**config.mk**
```make
export PLATFORM = sky130hd
export DESIGN_NAME = bhph_power_ctrl
export DESIGN_NICKNAME = d
export VERILOG_FILES = /design/src/verilog/bhph_pkg.sv /design/src/verilog/bhph_power_ctrl.sv /design/src/verilog/bhph_sync2.sv /design/src/verilog/bhph_edge.sv
export SDC_FILE = /design/constraint.sdc
export NUM_CORES = 1
export LEC_CHECK = 0
export ABC_AREA = 1
export BUFFER_PORTS_ARGS = -buffer_cell sky130_fd_sc_hd__buf_2
export CAP_MARGIN = 20
export CORE_MARGIN = 2
export CORE_UTILIZATION = 54
export CTS_CLUSTER_SIZE = 12
export DETAILED_ROUTE_END_ITERATION = 12
export PLACE_DENSITY_LB_ADDON = 0.2
export SYNTH_ARGS = -nofsm -noshare
export SYNTH_HDL_FRONTEND = slang
export SYNTH_SLANG_ARGS = --single-unit
```
**constraint.sdc**
```tcl
create_clock -name CLK -period 2.4 [get_ports CLK]
set_clock_uncertainty 0.05 [all_clocks]
set_input_delay 0 -clock CLK [delete_from_list [all_inputs] [get_ports CLK]]
set_output_delay 0 -clock CLK [all_outputs]
set_load 0.1 [all_outputs]
```
**src/verilog/bhph_pkg.sv**
```systemverilog
// Constants used by the host power handshake block, not by its helpers.
// Assumes a single 50 MHz clock; all controls arrive as plain ports.
package bhph_pkg;
  // Pad function value held for the handshake pins
  localparam logic [2:0] PAD_FUNC_VAL = 3'h0;
  // Sleep interval counter width (low-power clock ticks)
  localparam int INTERVAL_W = 16;
  // Reset values
  localparam logic [INTERVAL_W-1:0] INTERVAL_RST = 16'h0000;
  localparam logic [1:0] SYNC_RST = 2'h0;

  // Power states, one-hot
  typedef enum logic [3:0] {
    ST_ACTIVE   = 4'h1,
    ST_SLEEP    = 4'h2,
    ST_LOWPOWER = 4'h4,
    ST_SHUTDOWN = 4'h8
  } bhph_state_t;
endpackage

```
**src/verilog/bhph_power_ctrl.sv**
```systemverilog
// Top of the host power handshake and power state logic.
// Assumes LP_TICK is a synchronous one-cycle pulse at the low-power clock rate.
`timescale 1ns/1ps
`default_nettype none
module bhph_power_ctrl (
  input wire logic CLK,
  input wire logic RST,
  input wire logic DEV_WAKE_IN,
  output logic HOST_WAKE_OUT,
  output logic HOST_WAKE_OE,
  output logic REF_CLK_REQ_OUT,
  output logic REF_CLK_REQ_OE,
  output logic [2:0] PAD_FUNC_SEL,
  input wire logic UART_MODE,
  input wire logic HS_ENABLE,
  input wire logic DEV_WAKE_POL,
  input wire logic HOST_WAKE_POL,
  input wire logic SLEEP_OK,
  input wire logic ATTN_NEED,
  input wire logic BT_CLK_NEED,
  input wire logic WLAN_CLK_NEED,
  input wire logic LOWPOWER_REQ,
  input wire logic [15:0] WAKE_INTERVAL,
  input wire logic LP_TICK,
  input wire logic SHUTDOWN_REQ,
  input wire logic TX_ACTIVE,
  input wire logic RX_ACTIVE,
  input wire logic FM_ON,
  output logic TX_PD,
  output logic RX_PD,
  output logic PLL_PD,
  output logic PA_PD,
  output logic FM_PD,
  output logic LP_CLK_SEL,
  output logic INPUTS_EN,
  output logic [3:0] POWER_STATE
);
  bhph_pkg::bhph_state_t state_r;
  bhph_pkg::bhph_state_t state_nxt;
  logic dev_wake_sync;
  logic dev_wake_act;
  logic hs_on;
  logic [bhph_pkg::INTERVAL_W-1:0] cnt_r;
  logic interval_done;
  logic shutdown;
  logic wake_rise;
  logic host_wake_r;
  logic clk_req_r;
  logic [1:0] sync_fill_r;

  // Handshake usable only in UART mode with enable set
  assign hs_on = UART_MODE & HS_ENABLE;
  assign shutdown = (state_r == bhph_pkg::ST_SHUTDOWN);

  // Wake input through two flops before any use
  bhph_sync2 u_wake_sync (
    .clk(CLK),
    .rst(RST),
    .d(DEV_WAKE_IN),
    .q(dev_wake_sync)
  );

  // Synchroniser shows its reset value for two edges; with an active-low pin
  // that value reads as asserted, so the wake input stays masked until both
  // stages hold real pin samples, which also avoids a false edge
  always_ff @(posedge CLK or posedge RST) begin
    if (RST) begin
      sync_fill_r <= bhph_pkg::SYNC_RST;
    end else begin
      sync_fill_r <= {sync_fill_r[0], 1'b1};
    end
  end

  // Polarity chosen by software; ignored when handshake off
  assign dev_wake_act = hs_on & sync_fill_r[1] & (dev_wake_sync ^ ~DEV_WAKE_POL);

  bhph_edge u_wake_edge (
    .clk(CLK),
    .rst(RST),
    .d(dev_wake_act),
    .rise(wake_rise)
  );

  // Sleep interval counter on low-power ticks
  always_ff @(posedge CLK or posedge RST) begin
    if (RST) begin
      cnt_r <= bhph_pkg::INTERVAL_RST;
    end else if (state_r != bhph_pkg::ST_LOWPOWER) begin
      cnt_r <= bhph_pkg::INTERVAL_RST;
    end else if (LP_TICK && !interval_done) begin
      cnt_r <= cnt_r + 16'h0001;
    end
  end
  assign interval_done = (cnt_r >= WAKE_INTERVAL);

  // Power state selection
  always_comb begin
    state_nxt = state_r;
    unique case (state_r)
      bhph_pkg::ST_ACTIVE: begin
        if (SHUTDOWN_REQ) begin
          state_nxt = bhph_pkg::ST_SHUTDOWN;
        end else if (!dev_wake_act && SLEEP_OK) begin
          state_nxt = LOWPOWER_REQ ? bhph_pkg::ST_LOWPOWER : bhph_pkg::ST_SLEEP;
        end
      end
      bhph_pkg::ST_SLEEP: begin
        if (SHUTDOWN_REQ) begin
          state_nxt = bhph_pkg::ST_SHUTDOWN;
        end else if (dev_wake_act || !SLEEP_OK) begin
          state_nxt = bhph_pkg::ST_ACTIVE;
        end
      end
      bhph_pkg::ST_LOWPOWER: begin
        if (SHUTDOWN_REQ) begin
          state_nxt = bhph_pkg::ST_SHUTDOWN;
        end else if (dev_wake_act || interval_done) begin
          state_nxt = bhph_pkg::ST_ACTIVE;
        end
      end
      bhph_pkg::ST_SHUTDOWN: begin
        if (!SHUTDOWN_REQ) begin
          state_nxt = bhph_pkg::ST_ACTIVE;
        end
      end
      default: state_nxt = bhph_pkg::ST_ACTIVE;
    endcase
  end

  always_ff @(posedge CLK or posedge RST) begin
    if (RST) begin
      state_r <= bhph_pkg::ST_ACTIVE;
    end else begin
      state_r <= state_nxt;
    end
  end

  // Host wake and clock request; cleared in shutdown so nothing survives
  always_ff @(posedge CLK or posedge RST) begin
    if (RST) begin
      host_wake_r <= 1'b0;
      clk_req_r <= 1'b0;
    end else if (shutdown) begin
      host_wake_r <= 1'b0;
      clk_req_r <= 1'b0;
    end else begin
      host_wake_r <= hs_on & ATTN_NEED;
      clk_req_r <= BT_CLK_NEED | WLAN_CLK_NEED;
    end
  end

  // Active-high clock request; host wake polarity per software
  always_ff @(posedge CLK or posedge RST) begin
    if (RST) begin
      HOST_WAKE_OUT <= 1'b0;
      REF_CLK_REQ_OUT <= 1'b0;
    end else begin
      HOST_WAKE_OUT <= host_wake_r ^ ~HOST_WAKE_POL;
      REF_CLK_REQ_OUT <= clk_req_r;
    end
  end

  // Outputs tristated, inputs disabled in shutdown
  assign HOST_WAKE_OE = hs_on & ~shutdown & sync_fill_r[1]; // Released until first level lands
  assign REF_CLK_REQ_OE = ~shutdown;
  assign INPUTS_EN = ~shutdown;
  assign PAD_FUNC_SEL = bhph_pkg::PAD_FUNC_VAL;

  // Radio power-downs, each separate, radio on only within packets
  always_ff @(posedge CLK or posedge RST) begin
    if (RST) begin
      TX_PD <= 1'b1;
      RX_PD <= 1'b1;
      PLL_PD <= 1'b1;
      PA_PD <= 1'b1;
    end else begin
      TX_PD <= !(state_r == bhph_pkg::ST_ACTIVE && TX_ACTIVE);
      RX_PD <= !(state_r == bhph_pkg::ST_ACTIVE && RX_ACTIVE);
      PLL_PD <= !(state_r == bhph_pkg::ST_ACTIVE && (TX_ACTIVE || RX_ACTIVE));
      PA_PD <= !(state_r == bhph_pkg::ST_ACTIVE && TX_ACTIVE);
    end
  end

  // FM is simply on or off, off in shutdown
  always_ff @(posedge CLK or posedge RST) begin
    if (RST) begin
      FM_PD <= 1'b1;
    end else begin
      FM_PD <= !(FM_ON && !shutdown);
    end
  end

  // Low-power clock selected in sniff/hold
  always_ff @(posedge CLK or posedge RST) begin
    if (RST) begin
      LP_CLK_SEL <= 1'b0;
    end else begin
      LP_CLK_SEL <= (state_nxt == bhph_pkg::ST_LOWPOWER);
    end
  end

  assign POWER_STATE = state_r;
endmodule
`default_nettype wire

```
**src/verilog/bhph_sync2.sv**
```systemverilog
// Two-flop synchroniser for one asynchronous level.
// Assumes the input is unrelated to CLK.
`timescale 1ns/1ps
`default_nettype none
module bhph_sync2 (
  input wire logic clk,
  input wire logic rst,
  input wire logic d,
  output logic q
);
  logic meta_r;
  // First stage read only by the second
  always_ff @(posedge clk or posedge rst) begin
    if (rst) begin
      meta_r <= 1'b0;
      q <= 1'b0;
    end else begin
      meta_r <= d;
      q <= meta_r;
    end
  end
endmodule
`default_nettype wire

```
**src/verilog/bhph_edge.sv**
```systemverilog
// Rising edge detector for a signal already on the CLK domain.
// Assumes the input is synchronous.
`timescale 1ns/1ps
`default_nettype none
module bhph_edge (
  input wire logic clk,
  input wire logic rst,
  input wire logic d,
  output logic rise
);
  logic prev_r;
  always_ff @(posedge clk or posedge rst) begin
    if (rst) begin
      prev_r <= 1'b0;
    end else begin
      prev_r <= d;
    end
  end
  assign rise = d & ~prev_r;
endmodule
`default_nettype wire

```
# [Word level (Yosys, flattened, before mapping)]
# Index checks and enable logic that the tools add are counted.
[op_classes] div_mod_pow=0 addsub=1 n_mux=13 n_reduce_logical=18 shifts=0 order_cmp=1 n_eq_ne=6 bitwise_logic=12 n_mul=0
[op_table] op="$mux 16" count=2
[op_table] op="$mux 4" count=7
[op_table] op="$add 16x1->16 const B" count=1
[op_table] op="$ge 16x16->1" count=1
[op_table] op="$pmux 4 s4" count=1
[op_table] op="$eq 4x3->1 const B" count=2
[op_table] op="$logic_not 1->1" count=8
[op_table] op="$and 1x1->1" count=6
[op_table] op="$logic_and 1x1->1" count=6
[op_table] op="$eq 4x1->1 const B" count=1
[op_table] op="$eq 4x2->1 const B" count=1
[op_table] op="$eq 4x4->1 const B" count=1
[op_table] op="$ne 4x3->1 const B" count=1
[op_table] op="$logic_or 1x1->1" count=3
[op_table] op="$mux 3" count=1
[op_table] op="$not 1->1" count=3
[op_table] op="$mux 1" count=2
[op_table] op="$reduce_bool 2->1" count=1
[op_table] op="$xor 1x1->1" count=2
[op_table] op="$or 1x1->1" count=1
[word_totals] n_memories=0 mem_bits_rw=0 ff_bits=33 latchBits=0 rom_bits=0

# [Logic depth before layout (Yosys ltp)]
[logic_depth] word_depth=9 ltp_mapped=16

# [Cells and area by module]
# Synthesis repeated with hierarchy kept, for this count alone.
[unflattened] hier_cells=282 area_unflattened_um2=2134.5
[modules_own_cells] mod="bhph_power_ctrl" seq_area_each_um2=782.0 instances=1 area_each_um2=2080.7 cells_per_inst=279
[modules_own_cells] mod="bhph_sync2" seq_area_each_um2=50.0 instances=1 area_each_um2=53.8 cells_per_inst=3

# [Worst setup path before layout]
# OpenSTA, ideal clock, no wires.
[synth_path] path_kind="register -> output" startpoint="register state_r[1] (netlist: POWER_STATE[1])" endpoint="output port HOST_WAKE_OE" path_stages_with_launch=5 setup_slack_ps=-1825 arrival_time_ps=4175 cell_sequence="dfrtp_1 nor2_1 nand3_1 inv_1 nor3_1"
[synth_via] elab_chain_cells=4
[synth_lines] element="start: declaration" line_no="bhph_power_ctrl.sv:38" rtl="bhph_pkg::bhph_state_t state_r;"
[synth_lines] element="start signal: assignment" line_no="bhph_power_ctrl.sv:132" rtl="state_r <= bhph_pkg::ST_ACTIVE;"
[synth_lines] element="start signal: assignment" line_no="bhph_power_ctrl.sv:134" rtl="state_r <= state_nxt;"
[synth_lines] element="$eq 4x4->1" line_no="bhph_power_ctrl.sv:53" rtl="assign shutdown = (state_r == bhph_pkg::ST_SHUTDOWN);"
[synth_lines] element="$not 1->1"
[synth_lines] element="named net INPUTS_EN" line_no="bhph_power_ctrl.sv:35" rtl="output logic INPUTS_EN,"
[synth_lines] element="$and 1x1->1 (2 in a row)" line_no="bhph_power_ctrl.sv:164" rtl="assign HOST_WAKE_OE = hs_on & ~shutdown & sync_fill_r[1];"
[synth_lines] element="end: declaration" line_no="bhph_power_ctrl.sv:10" rtl="output logic HOST_WAKE_OE,"
# The timed path passes the listed nets, and every way through them passes these cells.

# [Worst setup path in the final report]
[layout_path] startpoint="register cnt_r[0] (netlist name)" endpoint="register cnt_r[6] (netlist name)"
[layout_via] elab_chain_cells=4 word_cells_on_any_way=7 cone_classes="add/sub: 1; order compare: 1; mux: 2; reduce/logical: 3"
[layout_lines] element="start: declaration" line_no="bhph_power_ctrl.sv:43" rtl="logic [bhph_pkg::INTERVAL_W-1:0] cnt_r;"
[layout_lines] element="start signal: assignment" line_no="bhph_power_ctrl.sv:87" rtl="cnt_r <= bhph_pkg::INTERVAL_RST;"
[layout_lines] element="start signal: assignment" line_no="bhph_power_ctrl.sv:89" rtl="cnt_r <= bhph_pkg::INTERVAL_RST;"
[layout_lines] element="start signal: assignment" line_no="bhph_power_ctrl.sv:91" rtl="cnt_r <= cnt_r + 16'h0001;"
[layout_lines] element="$ge 16x16->1" line_no="bhph_power_ctrl.sv:94" rtl="assign interval_done = (cnt_r >= WAKE_INTERVAL);"
[layout_lines] element="$logic_not 1->1" line_no="bhph_power_ctrl.sv:90" rtl="end else if (LP_TICK && !interval_done) begin"
[layout_lines] element="$logic_and 1x1->1" line_no="bhph_power_ctrl.sv:90"
[layout_lines] element="$reduce_bool 2->1 (no line)"
# Parallel ways exist; a longest one is shown, timed or not. The select of a mux whose other input is x is not followed.
# A chain may end at the register's enable or synchronous reset.

==> impl_metrics.toml <==
[outcome]
status = "complete, no violations"

[critical_path]
path_max_fanout = 12
critPathMaxStageDelay_ns = 0.42
reg2regPathDepth = 14
timing.critical_path.mode_cell = "nand2_1"
crit_arrival_ns = 2.13
r2r-end = "cnt_r[6]"
cp-start-kind = "flip-flop"
worstPathRequired_ns = 2.56
cpLargestDelayFamily = "simple AND/OR/NAND/NOR gates"
critPathLaunch = "cnt_r[0]"
slowest_stage = "dfrtp_1"
ff2ff_setup_slack_ns = 0.43
worst-path-stages = 14
path_buf_inv = 2
reg2reg_from = "cnt_r[0]"
crit_type = "reg2reg"
cp-end-kind = "flip-flop"
cp_cell_sequence = "inv_1, ha_1, nand2_1, nor2_1, nor2_1, nand2_1, nand2_1, nand2_1, nand2_1, nand3_1, nand2_1, buf_4, nand2_1, o21ai_1"

[sta]
layout_min_cycle_time_ns = 1.97
rsz0062_at_grt = "false"
fmax_mhz = 508
finalMaxSlewViolations = 0
worst_pin_slew_ns = 0.753
setup_viol = 0
slew_headroom = 0.497
setup-tns-final_ns = 0
finalCritPeriodShare = 0.820
hold_viol = 0

[cts]
cts-htree-levels = 2
clkTransAtPathRegs_ns = 0.07
clock_latency_ns = 0.29
cts_tree = "built"
postCtsSetupBuffers = 0
cts_resized = 0
cts-buffers-inserted = 5
clock-sinks = 33
clock-root-buffer = "clkbuf_8"
cts.path.max_buffers = 2

[power]
p_leak_nw = 1.39
peakVddDrop_mv = 0.853
powerDensity_mw_per_mm2 = 746

[detailed_routing]
dr.pass1.iters = 5
drc = 0
drt_iter0_markers = 89
via_count = 1921
routed_wl_um = 4640
antenna_left = 0
via_per_inst = 4.89
wl_per_cell_um = 11.8

[global_route]
grt_pass1_vias = 1769
track_usage = 0.239
grt_max_degree = 21
grt_pass1_wl_um = 7850
antenna_found_initial = 0
overflow = 0

[synth]
synth.area.top_cells = "dfrtp_1 (33%), nand2_1 (14%), ha_1 (10%)"
synthTopCellsByCount = "nand2_1 (80), inv_1 (37), nor2_1 (32)"
syn_inst = 281
synth_area_leader_cell = "dfrtp_1"
synthFlopType = "dfrtp_1"
yosysWarnings = 0
async_reset_ff_frac = 1.00
ys_seq_elements = 33
yosysMostFrequentCell = "nand2_1"
netlist-cell-type-count = 25
synth_edf_count = 0
ys_seq_area_frac = 0.390
synthesis.area_mm2 = 0.00213
avgSynthCellArea_um2 = 7.58
synth.top_cell.area_share = 0.329

[place]
hpwlAfterDp_um = 3430
placedInstanceArea_mm2 = 0.00242
placedCellCount = 373
gp_congestion = 0.848
port_buffers = 47

[final_layout]
drive_gt1_frac = 0.217
final_area_mm2 = 0.00263
fin_nets = 394
layoutNonFillerInstCount = 393
n_antenna_cell = 0
area_delta_synth_final_pct = 23.6

[floorplan]
rows = 22
boundaryPins = 51
core-area_mm2 = 0.00372
die_w_um = 66.8
start_util = 0.573
dieArea_mm2 = 0.00446
die_h_um = 66.8

[min_path]
hold_path_depth = 5
hp-start = "SLEEP_OK"
min_to = "POWER_STATE[1]"
hold_class = "in2reg"

[flow_run]
maxCapViolCount = 0
## cells in the final DEF, fill, tap and decap left out, drive strengths merged, types with 2 or more instances in the layout
master        n
a21oi        10
buf          51
clkbuf        5
clkinvlp      3
conb          4
dfrtp        28
dfstp         5
dlygate4sd3  12
ha           17
inv          40
nand2        81
nand3        17
nand3b        2
nand4         5
nor2         32
nor3          7
o21ai         8
xnor2         5
xor2         11
## final cells by class
cell class                      count  area, um^2
Clock buffer                        5        68.8
Multi-Input combinational cell    201        1110
Timing Repair Buffer               63         385
Tap cell                           48        60.1
Inverter                           40         150
Sequential cell                    33         835
Clock inverter                      3        22.5
Fill cell                         308        1080
## registers in the layout (all words and copies together), names as in the netlist
signal / cells
cnt_r: 16
POWER_STATE: 4
sync_fill_r: 2
FM_PD: 1
HOST_WAKE_OUT: 1
LP_CLK_SEL: 1
PA_PD: 1
PLL_PD: 1
REF_CLK_REQ_OUT: 1
RX_PD: 1
clk_req_r: 1
host_wake_r: 1
u_wake_sync.meta_r: 1
u_wake_sync.q: 1
## how the worst max path moves through the flow
| stage | endpoint | slack (ns) |
|---|---|---|
| 2_1_floorplan | HOST_WAKE_OE | 0.06 |
| 3_3_place_gp | cnt_r[0] | 0.45 |
| 3_5_place_dp | cnt_r[6] | 0.43 |
| 4_1_cts | cnt_r[2] | 0.40 |
| 5_1_grt | cnt_r[6] | 0.18 |
| 6_report | cnt_r[6] | 0.43 |
## worst min-delay path: stages
cell and delay [ns]:
buf_2 0.10, nand2_1 0.07, inv_1 0.07, nand3_1 0.06, o21ai_0 0.06
## where the power goes
| part | internal (mW) | leakage, nW | switching, mW | total [mW] |
|---|---|---|---|---|
| registers | 0.640 | 0.421 | 0.0363 | 0.677 |
| clock network | 0.203 | 0.0364 | 0.217 | 0.420 |
| logic | 0.148 | 0.934 | 0.722 | 0.869 |
## through the flow
step	util	hold slack (ns)	power, mW	setup slack (ns)
after global placement	0.652	0.0597	1.53	0.450
after CTS	0.709	0.0688	1.98	0.404
final	0.709	0.0729	1.97	0.431
after global routing	0.709	0.108	2.07	0.178
after detailed placement	0.652	0.0613	1.54	0.434
after floorplan	-	-0.0186	1.43	0.0615
## logic make-up (layout without fill, tap and decap cells)
logic type / count (synthesis) / in the layout / share of synthesized area
other: 2 / 4 / 0.00352
DFF: 33 / 33 / 0.390
adders and majority gates: 17 / 17 / 0.0998
xor gates and xnor gates: 16 / 16 / 0.0658
AOI/OAI and AO/OA: 20 / 20 / 0.0499
buffers and inverters: 49 / 111 / 0.102
and+or+nand+nor: 144 / 144 / 0.288
## layer usage
metal	global-route usage	wire length (um)
met4	0.122	110
met5	0	0
met2	0.384	2360
met1	0.298	1930
met3	0.0591	238
## repair_timing
action,CTS,global route
setup endpoints to repair,0,0
hold buffers,12,0
hold endpoints to repair,27,0
Power figures use the tool's default switching activity.
